File: config.mk
export PLATFORM = sky130hd
export DESIGN_NAME = regulator_fault_supervisor
export DESIGN_NICKNAME = d
export VERILOG_FILES = /design/src/verilog/rfsv_pkg.sv /design/src/verilog/regulator_fault_supervisor.sv
export SDC_FILE = /design/constraint.sdc
export NUM_CORES = 1
export LEC_CHECK = 0
export ABC_AREA = 1
export BUFFER_PORTS_ARGS = -buffer_cell sky130_fd_sc_hd__buf_2
export CORE_AREA = 2 2 142 144
export CTS_CLUSTER_SIZE = 30
export DETAILED_ROUTE_END_ITERATION = 7
export DIE_AREA = 0 0 144 146
export PLACE_DENSITY = 0.78
export SYNTH_ARGS = -nofsm -noshare
export SYNTH_HDL_FRONTEND = slang
export SYNTH_SLANG_ARGS = --single-unit
File: constraint.sdc
create_clock -name clk -period 9.4 [get_ports clk]
set_input_delay 2.35 -clock clk [delete_from_list [all_inputs] [get_ports clk]]
set_output_delay 2.35 -clock clk [all_outputs]
set_load 0.005 [all_outputs]
File: src/verilog/rfsv_pkg.sv
package rfsv_pkg;

    // ************************************************************
    // Timing
    // ************************************************************
    localparam int CLK_MHZ       = 40;        // 25 ns period
    localparam int T_FAULT_NS    = 1_000_000; // Short / overload window, 1 ms
    localparam int T_THERM_NS    = 20_000;    // Thermal filters, 20 us
    localparam int T_OVP_RISE_NS = 1_000;     // Overvoltage detect, 1 us
    localparam int T_OVP_FALL_NS = 20_000;    // Overvoltage release, 20 us
    localparam int T_SYNC_NS     = 3_000;     // Enable / recovery sampling, 3 us

    // Least time, rounded up to whole cycles
    function automatic int rfsvCycles(input int ns);
        return (ns * CLK_MHZ + 999) / 1000;
    endfunction : rfsvCycles

    localparam int FAULT_CYC    = rfsvCycles(T_FAULT_NS);
    localparam int THERM_CYC    = rfsvCycles(T_THERM_NS);
    localparam int OVP_RISE_CYC = rfsvCycles(T_OVP_RISE_NS);
    localparam int OVP_FALL_CYC = rfsvCycles(T_OVP_FALL_NS);
    localparam int SYNC_CYC     = rfsvCycles(T_SYNC_NS);
    localparam int CNT_W        = 17;
    localparam int NREG         = 4;          // 0,1 switchers; 2,3 linears

    // ************************************************************
    // Register map and fields
    // ************************************************************
    localparam logic [7:0] OFS_CONFIG   = 8'h00;
    localparam logic [7:0] OFS_REG_CTRL = 8'h04;
    localparam logic [7:0] OFS_OUT_CTRL = 8'h08;
    localparam logic [7:0] OFS_FLAGS    = 8'h0c;
    localparam logic [7:0] OFS_SHORT    = 8'h10;
    localparam logic [7:0] OFS_MASK     = 8'h14;
    localparam logic [7:0] OFS_STATUS   = 8'h18;

    localparam int CFG_WARN_SEL = 0;
    localparam int CFG_AUX_SEL  = 1;
    localparam int CFG_SWRST    = 2;
    localparam int RC_DIS_LO    = 4;
    localparam int OC_OD        = 0;
    localparam int OC_LVL       = 1;
    localparam int OC_SEQ       = 2;
    localparam int OC_STRIDE    = 3;
    localparam int FLG_WARN     = 0;
    localparam int FLG_TSD      = 1;
    localparam int FLG_OVP      = 2;
    localparam int FLG_RST      = 3;
    localparam int FLG_SUM_LO   = 4;
    localparam int ST_RUN_LO    = 4;
    localparam int ST_MODE_LO   = 8;

    localparam logic [3:0] RST_DIS_EN   = 4'hf;
    localparam logic [5:0] RST_OUT_CTRL = 6'h00;
    localparam logic [7:0] RST_MASK     = 8'h00;

    // ************************************************************
    // Types
    // ************************************************************
    typedef enum logic [1:0] {MODE_SHUTDOWN, MODE_READ_OTP, MODE_STANDBY, MODE_ACTIVE} rfsv_mode_t;

    typedef struct packed {
        logic        psel;
        logic        penable;
        logic        pwrite;
        logic [7:0]  paddr;
        logic [31:0] pwdata;
    } rfsv_apb_req_t;

    typedef struct packed {
        logic [31:0] prdata;
        logic        pready;
        logic        pslverr;
    } rfsv_apb_rsp_t;

    typedef struct packed {
        logic       auxPin;
        logic       enPin;
        logic       warnHi;
        logic       warnLo;
        logic       tsd;
        logic       ovp;
        logic       uvlo;
        logic [3:0] below;
    } rfsv_sense_t;

    typedef struct packed {
        logic [3:0] drive;
        logic [3:0] highZ;
        logic [3:0] discharge;
    } rfsv_reg_pins_t;

endpackage : rfsv_pkg

File: src/verilog/regulator_fault_supervisor.sv
// Implementation choices: the register offsets and the APB slave port.
`timescale 1ns/1ps

module rfsv_debounce #(
    parameter int RISE = 1,
    parameter int FALL = 1
) (
    input  wire logic clk,   // 40 MHz clock
    input  wire logic reset, // Async reset, high
    input  wire logic din,   // Synchronised level
    output logic      dout   // Filtered level
);
    import rfsv_pkg::*;

    typedef struct packed {
        logic             level;
        logic [CNT_W-1:0] cnt;
    } rfsv_deb_state_t;

    rfsv_deb_state_t s_q, s_d;

    // Window lengths must fit the counter
    if (RISE < 1 || FALL < 1 || RISE > 2**CNT_W || FALL > 2**CNT_W) begin : gBadLength
        $error("debounce length out of range");
    end

    // Level must differ for a full window before it is taken
    always_comb begin
        s_d = s_q;
        if (din == s_q.level) begin
            s_d.cnt = '0;
        end else if (s_q.cnt == (din ? CNT_W'(RISE - 1) : CNT_W'(FALL - 1))) begin
            s_d.level = din;
            s_d.cnt   = '0;
        end else begin
            s_d.cnt = s_q.cnt + CNT_W'(1);
        end
    end

    always_ff @(posedge clk or posedge reset) begin
        if (reset) begin
            s_q <= '0;
        end else begin
            s_q <= s_d;
        end
    end

    assign dout = s_q.level;
endmodule : rfsv_debounce

module regulator_fault_supervisor #(
    parameter int FAULT_CYC_P = rfsv_pkg::FAULT_CYC // Short / overload window
) (
    input  wire logic                     clk,             // 40 MHz clock
    input  wire logic                     reset,           // Async reset, high
    input  wire rfsv_pkg::rfsv_apb_req_t  apbReq,          // APB request
    output rfsv_pkg::rfsv_apb_rsp_t       apbRsp,          // APB answer
    input  wire rfsv_pkg::rfsv_sense_t    sense,           // Raw comparators, pins
    output rfsv_pkg::rfsv_reg_pins_t      regPins,         // Regulator stage control
    output logic                          irq_n,           // Interrupt, active low
    output logic [1:0]                    genOut,          // Outputs a, b: level
    output logic [1:0]                    genOe,           // Outputs a, b: enable
    output logic                          extSyncClockIn,  // Sampled clock pin
    output rfsv_pkg::rfsv_mode_t          mode             // Operating mode
);
    import rfsv_pkg::*;

    typedef struct packed {
        rfsv_sense_t                 sync1;
        rfsv_sense_t                 sync2;
        rfsv_mode_t                  mode;
        logic                        warnSel;
        logic                        auxSel;
        logic [3:0]                  regEn;
        logic [3:0]                  disEn;
        logic [5:0]                  outCtrl;
        logic                        warnFlag;
        logic                        tsdFlag;
        logic                        ovpFlag;
        logic                        rstFlag;
        logic [3:0]                  shortFlag;
        logic [7:0]                  mask;
        logic [3:0]                  regOn;
        logic [3:0]                  running;
        logic [NREG-1:0][CNT_W-1:0]  cnt;
        logic                        warnPrev;
        logic [7:0]                  tick;
        logic                        enSampled;
        logic [1:0]                  gOut;
        logic [1:0]                  gOe;
        logic                        irqN;
        logic [31:0]                 rdata;
    } rfsv_state_t;

    rfsv_state_t s_q, s_d;
    logic        warnSt, warnLoF, warnHiF, tsdSt, ovpSt;
    logic        blocked, hostOk, setup, access, mapped, wr, forceLow, val;
    logic [7:0]  flagVec;

    // Window must fit the counter, tick must fit eight bits
    if (FAULT_CYC_P < 2 || FAULT_CYC_P > 2**CNT_W || SYNC_CYC > 256) begin : gBadWindow
        $error("fault window out of range");
    end

    // ************************************************************
    // Filters
    // ************************************************************
    rfsv_debounce #(.RISE(THERM_CYC), .FALL(THERM_CYC)) uWarnLo (
        .clk(clk), .reset(reset), .din(s_q.sync2.warnLo), .dout(warnLoF));
    rfsv_debounce #(.RISE(THERM_CYC), .FALL(THERM_CYC)) uWarnHi (
        .clk(clk), .reset(reset), .din(s_q.sync2.warnHi), .dout(warnHiF));
    rfsv_debounce #(.RISE(THERM_CYC), .FALL(THERM_CYC)) uTsd (
        .clk(clk), .reset(reset), .din(s_q.sync2.tsd), .dout(tsdSt));
    rfsv_debounce #(.RISE(OVP_RISE_CYC), .FALL(OVP_FALL_CYC)) uOvp (
        .clk(clk), .reset(reset), .din(s_q.sync2.ovp), .dout(ovpSt));

    // Warning threshold picked by configuration
    assign warnSt = s_q.warnSel ? warnHiF : warnLoF;

    // ************************************************************
    // Bus decode
    // ************************************************************
    assign setup  = apbReq.psel & ~apbReq.penable;
    assign access = apbReq.psel & apbReq.penable;
    assign mapped = apbReq.paddr inside {OFS_CONFIG, OFS_REG_CTRL, OFS_OUT_CTRL,
                                         OFS_FLAGS, OFS_SHORT, OFS_MASK, OFS_STATUS};
    // Register writes only open once settings are loaded
    assign hostOk = (s_q.mode == MODE_STANDBY) || (s_q.mode == MODE_ACTIVE);
    assign wr     = access & apbReq.pwrite & mapped & hostOk;
    assign flagVec = {s_q.shortFlag, s_q.rstFlag, s_q.ovpFlag, s_q.tsdFlag, s_q.warnFlag};

    // Any pending overvoltage or thermal-shutdown flag keeps every regulator off
    assign blocked = ovpSt | s_q.ovpFlag | tsdSt | s_q.tsdFlag | ~hostOk;
    assign forceLow = ovpSt | s_q.ovpFlag;

    // ************************************************************
    // Next state
    // ************************************************************
    always_comb begin
        s_d       = s_q;
        val       = 1'b0;
        s_d.sync1 = sense;
        s_d.sync2 = s_q.sync1;
        s_d.tick  = (s_q.tick == 8'(SYNC_CYC - 1)) ? 8'h00 : s_q.tick + 8'h01;
        // Enable pin is only resampled, never filtered
        if (s_q.tick == 8'h00) begin
            s_d.enSampled = s_q.sync2.enPin;
        end

        // Host writes; set terms below override these clears
        if (wr) begin
            case (apbReq.paddr)
                OFS_CONFIG: begin
                    s_d.warnSel = apbReq.pwdata[CFG_WARN_SEL];
                    s_d.auxSel  = apbReq.pwdata[CFG_AUX_SEL];
                end
                OFS_REG_CTRL: begin
                    s_d.regEn = apbReq.pwdata[3:0];
                    s_d.disEn = apbReq.pwdata[RC_DIS_LO +: 4];
                end
                OFS_OUT_CTRL: s_d.outCtrl = apbReq.pwdata[5:0];
                OFS_FLAGS: begin
                    s_d.warnFlag = s_q.warnFlag & ~apbReq.pwdata[FLG_WARN];
                    s_d.tsdFlag  = s_q.tsdFlag & ~apbReq.pwdata[FLG_TSD];
                    s_d.ovpFlag  = s_q.ovpFlag & ~apbReq.pwdata[FLG_OVP];
                    s_d.rstFlag  = s_q.rstFlag & ~apbReq.pwdata[FLG_RST];
                end
                OFS_SHORT: s_d.shortFlag = s_q.shortFlag & ~apbReq.pwdata[3:0];
                OFS_MASK:  s_d.mask = apbReq.pwdata[7:0];
                default: ;
            endcase
        end

        // Event flags, set wins over a same-cycle clear
        s_d.warnPrev = warnSt;
        if (warnSt && !s_q.warnPrev) begin
            s_d.warnFlag = 1'b1;
        end
        if (tsdSt) begin
            s_d.tsdFlag = 1'b1;
        end
        if (ovpSt) begin
            s_d.ovpFlag = 1'b1;
        end

        // Per-regulator start-up and overload timing
        for (int i = 0; i < NREG; i++) begin
            s_d.regOn[i] = s_q.regEn[i] & ~s_d.shortFlag[i] & ~blocked;
            if (!s_d.regOn[i]) begin
                s_d.cnt[i]     = '0;
                s_d.running[i] = 1'b0;
            end else if (s_q.cnt[i] == CNT_W'(FAULT_CYC_P - 1)) begin
                s_d.cnt[i] = '0;
                if (s_q.sync2.below[i]) begin
                    s_d.shortFlag[i] = 1'b1;
                    s_d.running[i]   = 1'b0;
                    s_d.regOn[i]     = 1'b0;
                end else begin
                    s_d.running[i] = 1'b1;
                end
            end else if (!s_q.running[i] || s_q.sync2.below[i]) begin
                s_d.cnt[i] = s_q.cnt[i] + CNT_W'(1);
            end else begin
                s_d.cnt[i] = '0;
            end
        end

        // Mode sequencing
        case (s_q.mode)
            MODE_SHUTDOWN: begin
                if (s_q.tick == 8'h00 && !s_q.sync2.uvlo) begin
                    s_d.mode = MODE_READ_OTP;
                end
            end
            MODE_READ_OTP: begin
                s_d.mode    = MODE_STANDBY;
                s_d.rstFlag = ~s_q.mask[FLG_RST];
            end
            MODE_STANDBY, MODE_ACTIVE: begin
                s_d.mode = (|s_d.regOn) ? MODE_ACTIVE : MODE_STANDBY;
                if (wr && apbReq.paddr == OFS_CONFIG && apbReq.pwdata[CFG_SWRST]) begin
                    s_d.mode = MODE_READ_OTP;
                end
            end
            default: s_d.mode = MODE_SHUTDOWN;
        endcase

        // Defaults reloaded on shutdown and software reset
        if (s_d.mode != s_q.mode && s_d.mode == MODE_READ_OTP || s_q.sync2.uvlo) begin
            s_d.warnSel   = 1'b0;
            s_d.auxSel    = 1'b0;
            s_d.regEn     = '0;
            s_d.disEn     = RST_DIS_EN;
            s_d.outCtrl   = RST_OUT_CTRL;
            s_d.mask      = RST_MASK;
            s_d.warnFlag  = 1'b0;
            s_d.tsdFlag   = 1'b0;
            s_d.ovpFlag   = 1'b0;
            s_d.shortFlag = '0;
        end
        // Falling supply acts at once, no filter
        if (s_q.sync2.uvlo) begin
            s_d.mode    = MODE_SHUTDOWN;
            s_d.regOn   = '0;
            s_d.running = '0;
            s_d.cnt     = '0;
            s_d.rstFlag = 1'b0;
        end

        // General outputs: overvoltage overrides the level
        for (int g = 0; g < 2; g++) begin
            val = ~forceLow & s_d.outCtrl[g*OC_STRIDE + OC_LVL]
                  & (~s_d.outCtrl[g*OC_STRIDE + OC_SEQ] | s_d.enSampled);
            if (s_d.outCtrl[g*OC_STRIDE + OC_OD]) begin
                s_d.gOut[g] = 1'b0;
                s_d.gOe[g]  = ~val;
            end else begin
                s_d.gOut[g] = val;
                s_d.gOe[g]  = 1'b1;
            end
        end
        // Pin b becomes a clock input when selected
        if (s_d.auxSel) begin
            s_d.gOut[1] = 1'b0;
            s_d.gOe[1]  = 1'b0;
        end

        // Interrupt line tracks unmasked flags
        s_d.irqN = ~|({s_d.shortFlag, s_d.rstFlag, s_d.ovpFlag, s_d.tsdFlag, s_d.warnFlag}
                      & ~s_d.mask);

        // Read data captured in setup so it comes from a flop
        if (setup) begin
            s_d.rdata = 32'h0000_0000;
            case (apbReq.paddr)
                OFS_CONFIG:   s_d.rdata[1:0] = {s_q.auxSel, s_q.warnSel};
                OFS_REG_CTRL: s_d.rdata[7:0] = {s_q.disEn, s_q.regEn};
                OFS_OUT_CTRL: s_d.rdata[5:0] = s_q.outCtrl;
                OFS_FLAGS:    s_d.rdata[7:0] = {s_q.shortFlag, s_q.rstFlag, s_q.ovpFlag,
                                                s_q.tsdFlag, s_q.warnFlag};
                OFS_SHORT:    s_d.rdata[3:0] = s_q.shortFlag;
                OFS_MASK:     s_d.rdata[7:0] = s_q.mask;
                OFS_STATUS: begin
                    s_d.rdata[2:0]             = {ovpSt, tsdSt, warnSt};
                    s_d.rdata[ST_RUN_LO +: 4]  = s_q.running;
                    s_d.rdata[ST_MODE_LO +: 2] = s_q.mode;
                end
                default: ;
            endcase
        end
    end

    always_ff @(posedge clk or posedge reset) begin
        if (reset) begin
            s_q      <= '0;
            s_q.irqN <= 1'b1;
        end else begin
            s_q <= s_d;
        end
    end

    // ************************************************************
    // Outputs
    // ************************************************************
    // Off stage is high-Z; pulldown only if allowed
    assign regPins.drive     = s_q.regOn;
    assign regPins.highZ     = ~s_q.regOn;
    assign regPins.discharge = ~s_q.regOn & s_q.disEn;
    assign irq_n             = s_q.irqN;
    assign genOut            = s_q.gOut;
    assign genOe             = s_q.gOe;
    assign extSyncClockIn    = s_q.auxSel & s_q.sync2.auxPin;
    assign mode              = s_q.mode;
    assign apbRsp.prdata     = s_q.rdata;
    assign apbRsp.pready     = 1'b1;
    assign apbRsp.pslverr    = access & ~mapped;
endmodule : regulator_fault_supervisor

Word level (Yosys, flattened, before mapping)
Cells that the tools add are included.
{"block": "totals", "reg_bits": 229, "latch_bits": 0, "mem_bits_rw": 0, "romBits": 0, "in_bits": 56, "n_memories": 0}
{"block": "op_classes", "add_sub_neg": 9, "multipliers": 0, "div_mod_pow": 0, "order_cmp": 0, "n_eq_ne": 28, "shifts": 0, "n_mux": 88, "n_bitwise": 57, "reduce_logical": 34}
{"operator": "$mux 17", "n": 20}
{"operator": "$add 17x1->17 const B", "n": 8}
{"operator": "$mux 76", "n": 1}
{"operator": "$eq 17x16->1 const B", "n": 4}
{"operator": "$eq 17x10->1 const B", "n": 3}
{"operator": "$mux 1", "n": 46}
{"operator": "$mux 32", "n": 1}
{"operator": "$eq 8x5->1 const B", "n": 3}
{"operator": "$mux 8", "n": 3}
{"operator": "$and 1x1->1", "n": 23}
{"operator": "$not 1->1", "n": 22}
{"operator": "$mux 19", "n": 1}
{"operator": "$eq 17x17->1", "n": 1}
{"operator": "$eq 8x4->1 const B", "n": 2}
{"operator": "$logic_not 8->1", "n": 2}
{"operator": "$pmux 2 s7", "n": 1}
{"operator": "$mux 12", "n": 1}
{"operator": "$ne 3x2->1 const B", "n": 4}
{"operator": "$reduce_and 2->1", "n": 6}
{"operator": "$mux 10", "n": 1}
{"operator": "$mux 2", "n": 5}
{"operator": "$pmux 2 s5", "n": 1}
{"operator": "$add 8x1->8 const B", "n": 1}
{"operator": "$and 4x4->4", "n": 2}
{"operator": "25 further kinds", "n": 54}

Logic depth before layout (Yosys ltp)
{"block": "depth", "depth_word": 23, "depth_mapped": 21, "depth_no_buf": 20}

Cells and area by module
Synthesis repeated with hierarchy kept, for this count alone.
{"block": "unflattened", "hier_cells": 1468, "hier_area_um2": 12095.4}
{"mod": "regulator_fault_supervisor", "instances": 1, "cells_each": 892, "area_each_um2": 7757.4, "seq_area_each_um2": 3930.0}
{"mod": "rfsv_debounce (uTsd ...)", "instances": 2, "cells_each": 145, "area_each_um2": 1078.5, "seq_area_each_um2": 450.4}
{"mod": "rfsv_debounce (uWarnLo)", "instances": 1, "cells_each": 144, "area_each_um2": 1128.6, "seq_area_each_um2": 450.4}
{"mod": "rfsv_debounce (uOvp)", "instances": 1, "cells_each": 142, "area_each_um2": 1052.3, "seq_area_each_um2": 450.4}

Least setup slack after synthesis
OpenSTA, ideal clock, no wires.
{"block": "synth_timing", "path_kind": "input port to output port", "from": "in apbReq[37] in the netlist's numbering", "to": "out apbRsp[0] in the netlist's numbering", "arrival_time_ps": 2894, "setup_slack_ps": 4156, "cell_stages": 6, "n_path_buf": 0, "path_cell_list": "inv_1 > nand2_2 > nor2_8 > o211ai_2 > nand2_4 > nor2_1"}
{"element": "start: declaration", "line_no": "regulator_fault_supervisor.sv:56", "source": "input wire rfsv_pkg::rfsv_apb_req_t apbReq,"}
{"element": "end: declaration", "line_no": "regulator_fault_supervisor.sv:57", "source": "output rfsv_pkg::rfsv_apb_rsp_t apbRsp,"}

==> impl_metrics.env <==
export IMPL_yosysUniqueCellTypes=56
export IMPL_vias=8922
export IMPL_setup_worst_path_end_class="output port"
export IMPL_finalHoldViolCount=0
export IMPL_final_max_slew_viol_count=0
export IMPL_powerDensity_nw_per_um2=169
export IMPL_async_flop_share=1.00
export IMPL_synthCells=1342
export IMPL_post_synth_top_count_cell="dfrtp_1"
export IMPL_area_delta_synth_final_pct=10.6
export IMPL_final_nets=1463
export IMPL_rrSetupSlack_ns=6.34
export IMPL_gp_congestion=0.892
export IMPL_max_clock_path_buffers=3
export IMPL_drive_gt1_frac=0.107
export IMPL_ir_worst_vdd_mv=0.158
export IMPL_dieArea_sq_um=21000
export IMPL_power_mw=2.11
export IMPL_holdBufCountCts=0
export IMPL_syn_area_sq_um=11300
export IMPL_synth_compound_area_share=0.0903
export IMPL_grt_pass1_vias=8377
export IMPL_grt_pass1_wl_mm=39.4
export IMPL_avgRoutedWirePerCell_um=14.1
export IMPL_ys_top_cells_by_area="dfrtp_1, inv_1, nor2_1"
export IMPL_worst_pin_slew_ns=1.04
export IMPL_overflow=0
export IMPL_h_tree_depth=1
export IMPL_synthAdderAreaFrac=0.0111
export IMPL_max_slew_margin=0.310
export IMPL_finalCritPeriodShare=0.593
export IMPL_synth_top_cell_area_share=0.506
export IMPL_required_ns=7.05
export IMPL_rows=51
export IMPL_period_minus_slack_ns=5.58
export IMPL_finClkSkew_ns=0.0155
export IMPL_die_y_um=146
export IMPL_drtAntennaViolNets=0
export IMPL_synthTopCellsByCount="dfrtp_1, inv_1, nor2_1"
export IMPL_wirelength_mm=23.7
export IMPL_die_x_um=144
export IMPL_setup_viol=0
export IMPL_synth_area_leader_cell="dfrtp_1"
export IMPL_firstDrtPassIters=5
export IMPL_clk_latency_ns=0.52
export IMPL_ys_ff_latch=229
export IMPL_core_sq_um=19300
export IMPL_viasPerCell=5.31
export IMPL_cts_tree="done"
export IMPL_gr_usage_all_layers=0.228
export IMPL_avgSynthCellArea_sq_um=8.41
export IMPL_rsz0062_at_grt="false"
export IMPL_cts_buffers=24
export IMPL_synth_ff_type="dfrtp_1"
export IMPL_synth_simple_gate_area_frac=0.260
export IMPL_p_leak_nw=5.76
export IMPL_ioPinCount=110
export IMPL_start_util=0.583
export IMPL_synth_edf_count=0
export IMPL_dp_cells=1636
export IMPL_fin_cells=1680
export IMPL_drt_iter0_drc=774
export IMPL_yosys_area_share_xor_xnor=0.0148
export IMPL_post_cts_setup_buffers=0
export IMPL_hp_class="flip-flop to flip-flop"
export IMPL_status="finished, final reports clean"
export IMPL_grt_max_degree=147
export IMPL_clock_sinks=229
export IMPL_root_buffer="clkbuf_16"
export IMPL_drv_cap=0
export IMPL_synth_top_family_by_area="simple AND/OR/NAND/NOR gates"
export IMPL_cts_resized=0
export IMPL_drcViolationCount=0
export IMPL_io_buffers=62
export IMPL_tns_ns=0
export IMPL_path_max_fanout=9
export IMPL_dpl_hpwl_mm=16.3
export IMPL_synth_area_mux_share=0.00444
export IMPL_yosys_warnings=0
export IMPL_worstPathArrival_ns=3.23
export IMPL_yosysSeqAreaShare=0.508
export IMPL_max_freq_mhz=179
export IMPL_antenna_found_initial=2
export IMPL_startpoint_type="input port"
export IMPL_clk_pin_slew_ns=0.06
export IMPL_path_class="input port to output port"
-- through the flow --
| step | utilization | area [sq um] | setup slack (ns) | hold slack (ns) |
|---|---|---|---|---|
| final | 0.645 | 12500 | 3.82 | 0.348 |
| after global routing | 0.645 | 12500 | 3.72 | 0.353 |
| after CTS | 0.645 | 12500 | 3.83 | 0.349 |
| after detailed placement | 0.600 | 11600 | 3.83 | 0.335 |
| after global placement | 0.600 | 11600 | 3.84 | 0.334 |
| after floorplan | - | 11400 | 0.775 | 0.331 |
-- logic make-up after synthesis --
kind of cell / after synthesis
AOI/OAI and AO/OA: 174
xor gates and xnor gates: 19
adders and majority gates: 10
buffers and inverters: 280
DFF: 229
muxes: 5
other: 2
and+or+nand+nor: 623
-- worst max-delay path, cell delays in order --
cell and delay [ns]:
buf_2 0.10, inv_1 0.06, nand2_2 0.08, nor2_8 0.19
o211ai_2 0.13, nand2_4 0.13, nor2_1 0.05, buf_2 0.13
-- per-layer routing --
layer  GRT usage  vias to the layer above  routed length, um
met5           0                        -                 13
met2       0.369                      253              11000
met3      0.0342                       53               1310
met1       0.320                     4201              10600
met4      0.0706                        2                696
li1            -                     4413                  -
-- flip-flops by register name, summed over array words and instances, names as in the netlist --
register and flops:
s_q 117, flagVec 8, genOe 2, mode 2, uTsd.s_q 17, uOvp.s_q 17, apbRsp 10, regPins 4
uOvp.dout 1, s_d 11, irq_n 1, uWarnHi.s_q 17, genOut 2, uWarnHi.dout 1, uWarnLo.s_q 17, uWarnLo.dout 1
uTsd.dout 1
-- report_power, final --
part	internal [mW]	switching, mW
Clock	0.638	0.384
Combinational	0.0197	0.0593
Sequential	1.00	0.00983
-- layout by cell type, fill, tap and decap left out, types with 3 or more instances in the layout --
| cell | instances |
|---|---|
| ha_1 | 10 |
| clkbuf_1 | 4 |
| a21oi_1 | 64 |
| nor3_2 | 3 |
| nor4_1 | 15 |
| a31oi_1 | 11 |
| clkbuf_16 | 25 |
| o211ai_1 | 7 |
| nand4_1 | 27 |
| o21ai_0 | 44 |
| nand2_1 | 188 |
| bufinv_16 | 5 |
| a211oi_1 | 9 |
| mux2i_1 | 5 |
| o22ai_1 | 12 |
| xnor2_1 | 4 |
| o21a_1 | 6 |
| inv_2 | 13 |
| nor3b_1 | 36 |
| nand2_4 | 3 |
| xor2_1 | 15 |
| clkinv_2 | 5 |
| buf_2 | 62 |
| nor2_4 | 4 |
| dfrtp_1 | 228 |
| nor2_2 | 5 |
| conb_1 | 23 |
| o21ai_1 | 4 |
| inv_1 | 210 |
| nand3_1 | 52 |
| and3_1 | 10 |
| o31ai_1 | 3 |
| nor2_1 | 198 |
| nand2_2 | 8 |
| nor3_1 | 62 |
-- final cells by class --
cell class | count | area, sq um
Fill cell | 1603 | 6860
Clock inverter | 12 | 191
Sequential cell | 229 | 5730
Antenna cell | 1 | 2.50
Clock buffer | 31 | 668
Multi-Input combinational cell | 854 | 4380
Inverter | 225 | 852
Timing Repair Buffer | 63 | 318
Tap cell | 265 | 332
-- path summary, 6_finish.rpt --
check,from,to,depth (start not counted)
worst max-delay path,apbReq[37],apbRsp[0],8
worst min-delay path,s_d[166],s_q[166],0
max in group asynchronous,reset,s_q[64],3
worst max register to register,s_q[64],genOe[1],16
min in group asynchronous,reset,apbRsp[2],2
worst min register to register,s_d[166],s_q[166],0
No activity file was read; power rests on OpenSTA's default activity.
